==> src/core/spfic_pkg.sv <==
// Constants, field layout and carrier types for the serial port control block
package spfic_pkg;

	// ==========================================================
	// Timing
	localparam int CLK_MHZ = 50;
	localparam int BIT_NS = 320; // Serial bit time in master mode
	localparam int HALF_CYC = (BIT_NS * CLK_MHZ) / 2000;
	localparam logic [3:0] HALF_LAST = 4'(HALF_CYC - 1);
	localparam logic [4:0] EDGES = 5'h10; // Two edges per bit, eight bits

	// ==========================================================
	// Register addresses (word index on the plain port)
	localparam logic [2:0] ADDR_CTRL1 = 3'h0;
	localparam logic [2:0] ADDR_CTRL2 = 3'h1;
	localparam logic [2:0] ADDR_STATUS = 3'h3;
	localparam logic [2:0] ADDR_DATA = 3'h5;

	// ==========================================================
	// Control one fields
	localparam int C1_RMASK = 7;
	localparam int C1_EN = 6;
	localparam int C1_TMASK = 5;
	localparam int C1_MASTER_SELECT = 4;
	localparam int C1_CLOCK_POLARITY = 3;
	localparam int C1_CLOCK_PHASE = 2;
	localparam int C1_SOE = 1;
	localparam int C1_LSB = 0;
	localparam logic [7:0] CTRL1_RST = 8'h04;

	// Control two fields
	localparam int C2_FDEN = 4;
	localparam int C2_BIDIR = 3;
	localparam int C2_SWIRE = 0;
	localparam logic [7:0] CTRL2_RST = 8'h00;
	localparam logic [7:0] CTRL2_MASK = 8'h19;

	// Status fields
	localparam int ST_RXF = 7;
	localparam int ST_TXE = 5;
	localparam int ST_FLT = 4;

	// ==========================================================
	// Pin indices
	localparam int PIN_SCK = 0;
	localparam int PIN_MOSI = 1;
	localparam int PIN_MISO = 2;
	localparam int PIN_SS = 3;
	localparam logic [3:0] SYNC_RST = 4'h8; // Select idles high

	// ==========================================================
	// Types
	typedef enum logic [1:0] {M_IDLE, M_LEAD, M_RUN, M_TRAIL} spfic_mst_t;

	typedef struct packed {
		logic wr;
		logic rd;
		logic [2:0] addr;
		logic [7:0] wdata;
	} spfic_bus_t;

	typedef struct packed {
		logic [7:0] ctrl1;
		logic [7:0] ctrl2;
		logic [3:0] sy1;
		logic [3:0] sy2;
		logic [3:0] sy3;
		logic [3:0] filt;
		logic prev_sck;
		logic prev_ss;
		spfic_mst_t mst;
		logic [3:0] timer;
		logic [4:0] ecount;
		logic [7:0] sh;
		logic rxb;
		logic busy;
		logic [7:0] txbuf;
		logic [7:0] rxbuf;
		logic tx_empty;
		logic rx_full;
		logic fault;
		logic tx_arm;
		logic rx_arm;
		logic fault_arm;
		logic sck_lvl;
		logic ss_out;
		logic [7:0] rdata;
		logic [3:0] pin_out;
		logic [3:0] pin_oe_n;
		logic [3:0] claim;
		logic irq;
	} spfic_state_t;

endpackage : spfic_pkg

==> src/core/spfic_core.sv <==
// Serial port engine: pin routing, transfers, flags, mode fault and registers
//
// Decided for this implementation: the plain strobed port and the register addresses.
`timescale 1ns/1ps
`default_nettype none

module spfic_core
	import spfic_pkg::*;
(
	// Clock and reset
	input wire logic clock_i,
	input wire logic resetn_i,
	// Register port
	input wire spfic_bus_t bus_i,
	output logic [7:0] rdata_o,
	// Serial pins: index PIN_SCK, PIN_MOSI, PIN_MISO, PIN_SS
	input wire logic [3:0] pin_in_i,
	output logic [3:0] pin_out_o,
	output logic [3:0] pin_oe_n_o,
	output logic [3:0] pin_claim_o,
	// Interrupt request
	output logic irq_o
);

	// ==========================================================
	// State
	spfic_state_t s;
	spfic_state_t n;

	logic en;
	logic master_select;
	logic clock_phase;
	logic lsb;
	logic swire;
	logic fden;
	logic soe;
	logic ss_in;
	logic rx_in;
	logic mfault_cond;
	logic edge_ev;
	logic done_w;
	logic [4:0] e_next;
	logic samp;

	// Shift one bit in, direction chosen by bit order
	function automatic logic [7:0] shift_in(input logic [7:0] v, input logic b, input logic lsb_first);
		shift_in = lsb_first ? {b, v[7:1]} : {v[6:0], b};
	endfunction : shift_in

	// ==========================================================
	// Decoded configuration
	assign en = s.ctrl1[C1_EN];
	assign master_select = s.ctrl1[C1_MASTER_SELECT];
	assign clock_phase = s.ctrl1[C1_CLOCK_PHASE];
	assign lsb = s.ctrl1[C1_LSB];
	assign swire = s.ctrl2[C2_SWIRE];
	assign fden = s.ctrl2[C2_FDEN];
	assign soe = s.ctrl1[C1_SOE];
	assign ss_in = s.filt[PIN_SS];

	// Data input follows the role and the single-wire choice
	assign rx_in = master_select ? (swire ? s.filt[PIN_MOSI] : s.filt[PIN_MISO]) : (swire ? s.filt[PIN_MISO] : s.filt[PIN_MOSI]);

	// Select low is a fault only as a fault input
	assign mfault_cond = en && master_select && fden && !soe && !ss_in;

	// One serial clock edge, own timer or filtered pin
	assign edge_ev = en && (master_select ? (s.mst == M_RUN && s.timer == 4'h0) : (s.busy && !ss_in && s.filt[PIN_SCK] != s.prev_sck));
	assign e_next = s.ecount + 5'h01;
	// Odd edges sample in phase zero, even edges in phase one
	assign samp = clock_phase ? !e_next[0] : e_next[0];
	assign done_w = edge_ev && e_next == EDGES;

	// ==========================================================
	// Next state
	always_comb begin
		n = s;
		n.rdata = 8'h00;

		// Three-stage sampling; change counted once stages two and three agree
		n.sy1 = pin_in_i;
		n.sy2 = s.sy1;
		n.sy3 = s.sy2;
		for (int i = 0; i < 4; i++) begin
			if (s.sy2[i] == s.sy3[i]) begin
				n.filt[i] = s.sy3[i];
			end
		end
		n.prev_sck = s.filt[PIN_SCK];
		n.prev_ss = s.filt[PIN_SS];

		// Register writes
		if (bus_i.wr) begin
			case (bus_i.addr)
				ADDR_CTRL1: begin
					n.ctrl1 = bus_i.wdata;
					if (s.fault_arm) begin
						n.fault = 1'b0;
					end
					n.fault_arm = 1'b0;
				end
				ADDR_CTRL2: begin
					n.ctrl2 = bus_i.wdata & CTRL2_MASK;
				end
				ADDR_DATA: begin
					// Unarmed data writes are dropped
					if (s.tx_arm) begin
						n.txbuf = bus_i.wdata;
						n.tx_empty = 1'b0;
						n.tx_arm = 1'b0;
					end
				end
				default: begin
				end
			endcase
		end

		// Register reads, data stands one cycle later
		if (bus_i.rd) begin
			case (bus_i.addr)
				ADDR_CTRL1: begin
					n.rdata = s.ctrl1;
				end
				ADDR_CTRL2: begin
					n.rdata = s.ctrl2;
				end
				ADDR_STATUS: begin
					n.rdata[ST_RXF] = s.rx_full;
					n.rdata[ST_TXE] = s.tx_empty;
					n.rdata[ST_FLT] = s.fault;
					n.rx_arm = s.rx_full;
					n.tx_arm = s.tx_empty;
					n.fault_arm = s.fault;
				end
				ADDR_DATA: begin
					n.rdata = s.rxbuf;
					if (s.rx_arm) begin
						n.rx_full = 1'b0;
						n.rx_arm = 1'b0;
					end
				end
				default: begin
				end
			endcase
		end

		// Shared shift engine
		if (edge_ev) begin
			n.ecount = e_next;
			n.sck_lvl = ~s.sck_lvl;
			if (samp) begin
				n.rxb = rx_in;
			end else if (!(clock_phase && e_next == 5'h01)) begin
				n.sh = shift_in(s.sh, s.rxb, lsb);
			end
			if (done_w) begin
				// Overrun keeps the old byte, new one is lost
				if (!s.rx_full) begin
					n.rxbuf = clock_phase ? shift_in(s.sh, rx_in, lsb) : shift_in(s.sh, s.rxb, lsb);
				end
				n.rx_full = 1'b1;
				n.ecount = 5'h00;
				n.busy = 1'b0;
			end
		end

		// Master sequencing
		if (en && master_select) begin
			case (s.mst)
				M_IDLE: begin
					n.sck_lvl = 1'b0;
					if (!s.tx_empty) begin
						n.sh = s.txbuf;
						n.tx_empty = 1'b1;
						n.ss_out = 1'b0;
						n.timer = HALF_LAST;
						n.ecount = 5'h00;
						n.mst = M_LEAD;
					end
				end
				M_LEAD: begin
					// Half a bit before the first edge for both phases
					n.timer = (s.timer == 4'h0) ? 4'h0 : s.timer - 4'h1; // Land on zero, no extra wrap
					if (s.timer == 4'h0) begin
						n.mst = M_RUN;
					end
				end
				M_RUN: begin
					n.timer = (s.timer == 4'h0) ? HALF_LAST : s.timer - 4'h1;
					if (done_w) begin
						n.timer = HALF_LAST;
						n.mst = M_TRAIL;
					end
				end
				M_TRAIL: begin
					n.timer = s.timer - 4'h1;
					if (s.timer == 4'h0) begin
						n.ss_out = 1'b1;
						n.mst = M_IDLE;
					end
				end
				default: begin
					n.mst = M_IDLE;
				end
			endcase
		end else begin
			n.mst = M_IDLE;
			n.ss_out = 1'b1;
			n.sck_lvl = 1'b0; // Slave edges must not leave a half clock for the master
		end

		// Slave framing: deselect resets the bit count
		if (en && !master_select) begin
			if (ss_in) begin
				n.ecount = 5'h00;
				n.busy = 1'b0;
			end else if (!s.busy) begin
				// First bit sits on the output as soon as selected
				if (!s.tx_empty) begin
					n.sh = s.txbuf;
					n.tx_empty = 1'b1;
				end
				n.busy = 1'b1;
			end
		end

		// Disable aborts everything and empties the buffers
		if (!en) begin
			n.mst = M_IDLE;
			n.ecount = 5'h00;
			n.busy = 1'b0;
			n.rx_full = 1'b0;
			n.tx_empty = 1'b1;
			n.tx_arm = 1'b0;
			n.rx_arm = 1'b0;
			n.sck_lvl = 1'b0;
			n.ss_out = 1'b1;
		end

		// Fault last so its set wins over a clear
		if (mfault_cond) begin
			n.fault = 1'b1;
			n.ctrl1[C1_MASTER_SELECT] = 1'b0;
			n.mst = M_IDLE;
			n.ecount = 5'h00;
			n.sck_lvl = 1'b0;
			n.ss_out = 1'b1;
		end

		// Pin routing from the next state
		n.pin_out = 4'h0;
		n.pin_oe_n = 4'hF;
		n.claim = 4'h0;
		if (n.ctrl1[C1_EN]) begin
			n.claim[PIN_SCK] = 1'b1;
			n.claim[PIN_MOSI] = n.ctrl1[C1_MASTER_SELECT] || !n.ctrl2[C2_SWIRE];
			n.claim[PIN_MISO] = !n.ctrl1[C1_MASTER_SELECT] || !n.ctrl2[C2_SWIRE];
			n.claim[PIN_SS] = !n.ctrl1[C1_MASTER_SELECT] || n.ctrl2[C2_FDEN];
			if (n.ctrl1[C1_MASTER_SELECT]) begin
				n.pin_oe_n[PIN_SCK] = 1'b0;
				n.pin_out[PIN_SCK] = n.sck_lvl ^ n.ctrl1[C1_CLOCK_POLARITY];
				n.pin_out[PIN_MOSI] = n.ctrl1[C1_LSB] ? n.sh[0] : n.sh[7];
				n.pin_oe_n[PIN_MOSI] = n.ctrl2[C2_SWIRE] && !n.ctrl2[C2_BIDIR];
				if (n.ctrl2[C2_FDEN] && n.ctrl1[C1_SOE]) begin
					n.pin_oe_n[PIN_SS] = 1'b0;
					n.pin_out[PIN_SS] = n.ss_out;
				end
			end else if (!n.fault && !n.filt[PIN_SS]) begin
				// Slave output only while selected; held off after a fault
				n.pin_out[PIN_MISO] = n.ctrl1[C1_LSB] ? n.sh[0] : n.sh[7];
				n.pin_oe_n[PIN_MISO] = n.ctrl2[C2_SWIRE] && !n.ctrl2[C2_BIDIR];
			end
		end

		// Single request from masked flags
		n.irq = ((n.rx_full || n.fault) && n.ctrl1[C1_RMASK]) || (n.tx_empty && n.ctrl1[C1_TMASK]);
	end

	// ==========================================================
	// State register
	always_ff @(posedge clock_i or negedge resetn_i) begin
		if (!resetn_i) begin
			s <= '0;
			s.ctrl1 <= CTRL1_RST;
			s.ctrl2 <= CTRL2_RST;
			s.sy1 <= SYNC_RST;
			s.sy2 <= SYNC_RST;
			s.sy3 <= SYNC_RST;
			s.filt <= SYNC_RST;
			s.prev_ss <= 1'b1;
			s.mst <= M_IDLE;
			s.tx_empty <= 1'b1;
			s.ss_out <= 1'b1;
			s.pin_oe_n <= 4'hF;
		end else begin
			s <= n;
		end
	end

	assign rdata_o = s.rdata;
	assign pin_out_o = s.pin_out;
	assign pin_oe_n_o = s.pin_oe_n;
	assign pin_claim_o = s.claim;
	assign irq_o = s.irq;
endmodule : spfic_core

`default_nettype wire

==> config.mk <==
export PLATFORM = sky130hd
export DESIGN_NAME = spfic_core
export DESIGN_NICKNAME = d
export VERILOG_FILES = /design/src/core/spfic_pkg.sv /design/src/core/spfic_core.sv
export SDC_FILE = /design/constraint.sdc
export NUM_CORES = 1
export LEC_CHECK = 0
export BUFFER_PORTS_ARGS = -buffer_cell sky130_fd_sc_hd__buf_2
export CAP_MARGIN = 10
export CORE_ASPECT_RATIO = 0.9
export CORE_MARGIN = 2
export CORE_UTILIZATION = 48
export CTS_BUF_LIST = sky130_fd_sc_hd__clkbuf_16
export DETAILED_ROUTE_END_ITERATION = 16
export GPL_ROUTABILITY_DRIVEN = 0
export PLACE_DENSITY = 0.69
export SLEW_MARGIN = 30
export SYNTH_ARGS = -nofsm -noshare
export SYNTH_HDL_FRONTEND = slang
export SYNTH_SLANG_ARGS = --single-unit
export TNS_END_PERCENT = 50
==> constraint.sdc <==
create_clock -name clock_i -period 2.45 [get_ports clock_i]
set_input_delay 0.1225 -clock clock_i [delete_from_list [all_inputs] [get_ports clock_i]]
set_output_delay 0.1225 -clock clock_i [all_outputs]
set_load 0.01 [all_outputs]
# Yosys cells after proc, flatten, opt, wreduce, memory -nomap -nowiden
# Cells that the tools add are included.
dict set report word_totals {
  regBits 94
  wordCells 191
}
dict set report classes {
  addsub 2
  n_eq_ne 20
  muxes 94
  n_bitwise 3
  reduce_logical 40
}
# cell count
set ops {}
lappend ops {{$mux W8} 10}
lappend ops {{$mux W1} 48}
lappend ops {{$mux W13} 3}
lappend ops {{$mux W5} 5}
lappend ops {{$mux W2} 12}
lappend ops {{$pmux W6 S4} 1}
lappend ops {{$ne A5 B5 Y1 const B} 4}
lappend ops {{$mux W19} 1}
lappend ops {{$logic_and A1 B1 Y1} 16}
lappend ops {{$mux W16} 1}
lappend ops {{$mux W15} 1}
lappend ops {{$mux W12} 1}
lappend ops {{$pmux W4 S3} 1}
lappend ops {{$logic_not A1 Y1} 9}
lappend ops {{$mux W4} 2}
lappend ops {{$pmux W2 S4} 1}
lappend ops {{$reduce_and A2 Y1} 4}
lappend ops {{$mux W3} 2}
lappend ops {{$mux W6} 1}
lappend ops {{$pmux W1 S2} 3}
lappend ops {{$reduce_and A3 Y1} 2}
lappend ops {{$add A5 B1 Y5 const B} 1}
lappend ops {{$eq A5 B1 Y1 const B} 1}
lappend ops {{$eq A5 B5 Y1 const B} 1}
lappend ops {{18 further kinds} 28}

# Depth between registers and ports, before layout
dict set report logic_depth {
  depth_word 19
  ltp_mapped 10
  ltp_nobuf 8
}

# Least setup slack after synthesis
# Ideal clock, no wire load.
dict set report synth_timing {
  path_type {reg2reg}
  startpoint {reg s[60] in the netlist's numbering}
  endpoint {reg s (netlist bit pin_out_o[2])}
  setup_ns 0.096
  t_arrival_ns 1.925
  required_time_ns 2.354
  setup_slack_ns 0.429
  stages_incl_launch_ff 11
  period_less_slack_ns 2.021
  path_cell_list {dfrtp_1 inv_1 ha_1 nor3b_1 a32o_2 buf_6 o311a_4 buf_12 mux2i_1 o22ai_2 nor4_2}
}
# item line
set synth_lines {}
lappend synth_lines {{start, declared} spfic_core.sv:27} ;# spfic_state_t s;
lappend synth_lines {{start signal, assigned} spfic_core.sv:296} ;# s <= n;

# Worst setup path in the final report
dict set report layout_timing {
  startpoint {reg s[60] in the netlist's numbering}
  endpoint {reg s[35] in the netlist's numbering}
}
dict set report layout_between {
  elab_chain_cells 6
}
# item line
set layout_rtl {}
lappend layout_rtl {{$logic_not A4 Y1 *} spfic_core.sv:68} ;# assign edge_ev = en && (master_select ? (s.mst == M_RUN && s.timer == 4'h0) : (s.busy && !ss_in && s.filt[PIN_ ...
lappend layout_rtl {{$logic_and A1 B1 Y1 *} spfic_core.sv:68}
lappend layout_rtl {{$mux W1 *} spfic_core.sv:68}
lappend layout_rtl {{$logic_and A1 B1 Y1 *} spfic_core.sv:68}
lappend layout_rtl {{$logic_and A1 B1 Y1} spfic_core.sv:72} ;# assign done_w = edge_ev && e_next == EDGES;
lappend layout_rtl {{$reduce_and A3 Y1 (no line) *} -}
# Mark *: on every way between the ends. The rest lies on a longest branch, timed or not.
# A chain may end at the register's enable or synchronous reset.

==> run summary <==
Worst-path cell chain = inv_1 > ha_1 > nor3b_1 > a32o_2 > nand4bb_1 > buf_4 > nor2_4 > mux2_1
Slew @ Worst Pin = 0.5659 ns
Post-synth ARST share = 100.0%
Synth-to-layout area growth = 11.61%
Filler cells = 786
Pre-antenna DRT Iters = 4
Most frequent cells in the layout = 82 x dfrtp_1, 38 x buf_2, 34 x nand2_1
RSZ-0062 raised after global routing = no
Rows = 33
Crit path DAT = 2.50 ns
Number of global-route vias before repair = 2902
Slew Limit Fails = 0
Aggregate global routing overflow = 0
Layout cell share with drive strength beyond 1 = 25.41%
Clock Latency Late Sink = 0.34 ns
Antenna diodes = 0
Leading area contributor after synthesis = dfrtp_1
Port bufs = 39
Warnings from Yosys = 0
Initial Utilization = 48.98%
Synth Register Bits = 93
Syn_nets = 421
Post_cts resized = 0
Root buf cell = clkbuf_16
Layout net count = 452
Final HPWL DP = 6580 um
Mapped Avg Cell Area = 11.27 sq um
Placed cells = 530
CP max stage delay = 0.40 ns
GR met1 Demand/Resource = 24.79%
Pin count of the biggest net entering global routing = 46
Max-Cap Viols = 0
Setup Total Neg Slack = 0 ns
Worst-path clk slew = 0.06 ns
Area of the multi-input gates = 0.001797 sq mm
Power Total = 3685 uW
Maximum fanout along the worst path = 10
Crit path launch = s[60]
Global routing usage on met3 = 4.648%
Die area = 0.01001 sq mm
Wirelength per Cell = 16.18 um
Syn Inst Count = 393
# setup viols final = 0
Final hold slack = 0.03641 ns
DR iter-0 viols = 119
Initial antenna violation count = 0
Critical path endpoint category = register
Max-slew headroom = 62.27%
Cell Area, Synth = 0.004429 sq mm
CTS HTree Levels = 3
CTS tree = done
Commonest non-fill, non-tap cell in the layout = dfrtp_1
Met2 GRT Util = 31.13%
Worst vdd ir = 0.3662 mV
Fin. Hold Viols = 0
CP delay by family, top = simple AND/OR/NAND/NOR gates
Vias post-DR = 2918
FF/Latch Area = 0.002341 sq mm
Launch point of the worst reg-to-reg path = s[60]
Status = completed
Die Wd = 105.3 um
Leading post-synthesis cells by cell area = dfrtp_1 46%, dfstp_2 6.5%, mux2_2 6.1%
Seq/Total Area, Yosys = 52.85%
Number of CTS-inserted buffers = 9
Hold Crit Start = bus_i[7]
DIE HEIGHT = 95.13 um
EDFF count, synth = 0
Buf/Inv on CP = 2
Ports = 40
Worst hold-check path type = input pin to register
DRC = 0
Final period utilization = 93.29%
Pwr Density = 745.4 mW/mm^2
WL final = 8913 um
CP Launch Type = register
Slowest cell on the critical path = dfrtp_1
Critical Path RT = 2.66 ns
Yosys top cell area share = 46.33%
Worst-case clock buffer depth = 2
Clock Sink Count = 93
Drt via density = 5.296
Distinct cells, synth = 60
Total Routing Usage GR = 18.98%
Fmax = 437.5 MHz
Finished Layout Cells = 551
Leak = 0.002274 uW
Worst setup path class = register to register
Core Area = 0.009042 sq mm
Post-synth top flop = dfrtp_1
First-pass GRT wire length = 14680 um
Grt peak-use layer = met2
Post-DRT Antenna Nets = 0
Clock Skews = 0.005617 ns
Minimum clock period after layout = 2.285 ns
area by class of cell:
| type | count | area share [%] |
|---|---|---|
| Clock buffer | 9 | 4.556 |
| Clock inverter | 7 | 0.8859 |
| Inverter | 15 | 1.139 |
| Multi-Input combinational cell | 252 | 36.35 |
| Sequential cell | 93 | 47.36 |
| Tap cell | 122 | 3.088 |
| Timing Repair Buffer | 53 | 6.631 |
cell usage after synthesis, types with 8 or more instances:
master	n
dfrtp_1	82
nand2_1	34
nor2_1	29
mux2_2	24
a21oi_1	21
buf_4	20
inv_1	14
mux2i_1	14
dfstp_2	11
ha_1	9
nand3_1	8
nor2b_1	8
xnor2_1	8
state kept, by name, indices dropped and copies added (netlist names):
| signal | flops |
|---|---|
| pin_claim_o | 4 |
| irq_o | 1 |
| clock_phase | 1 |
| pin_oe_n_o | 4 |
| master_select | 1 |
| lsb | 1 |
| n | 10 |
| fden | 1 |
| rdata_o | 8 |
| pin_out_o | 4 |
| s | 58 |
worst paths after layout:
path,end,slack [ns],depth (start not counted)
setup / recovery,s[35],0.16,8
hold / removal,s[44],0.04,2
setup reg to reg,s[35],0.16,8
hold reg to reg,n[73],0.35,0
max in group asynchronous,clock_phase,1.39,3
min in group asynchronous,rdata_o[0],0.33,2
layer usage:
metal  vias up  part of all wire, %  routed length (um)
met1      1429                   46                4124
met4         0                  2.3                 204
met2        55                   47                4224
met3        20                  4.0                 359
li1       1414                    -                   -
met5         -                    0                   0
cells by family after synthesis:
group                      after synthesis  synth area share [%]
AOI/OAI and AO/OA                       71                 10.82
buffers and inverters                   48                 6.582
and+or+nand+nor                        111                 12.88
xor gates and xnor gates                12                 2.373
DFF                                     93                 52.85
muxes                                   45                 11.05
adders and majority gates               13                 3.446
per-stage QoR:
step,setup slack (ns),instance area (sq um),util [%]
3_5_place_dp,0.2323,4624,51.14
5_1_grt,0.06122,4943,54.67
4_1_cts,0.1681,4943,54.67
6_report,0.1645,4943,54.67
2_1_floorplan,0.4291,4429,-
3_3_place_gp,0.3174,4624,51.14
power by group:
part	internal, uW	total, uW	switching, uW	leakage, uW
Sequential	1700	1840	136	0.00119
Combinational	261	600	339	0.000942
Clock	681	1250	567	0.000138
repair_timing:
action                    in CTS  in global routing
hold buffers                   5                  0
buffers inserted               0                  0
hold endpoints to repair      43                  0
Note: power is estimated with default switching activity, not from simulation.
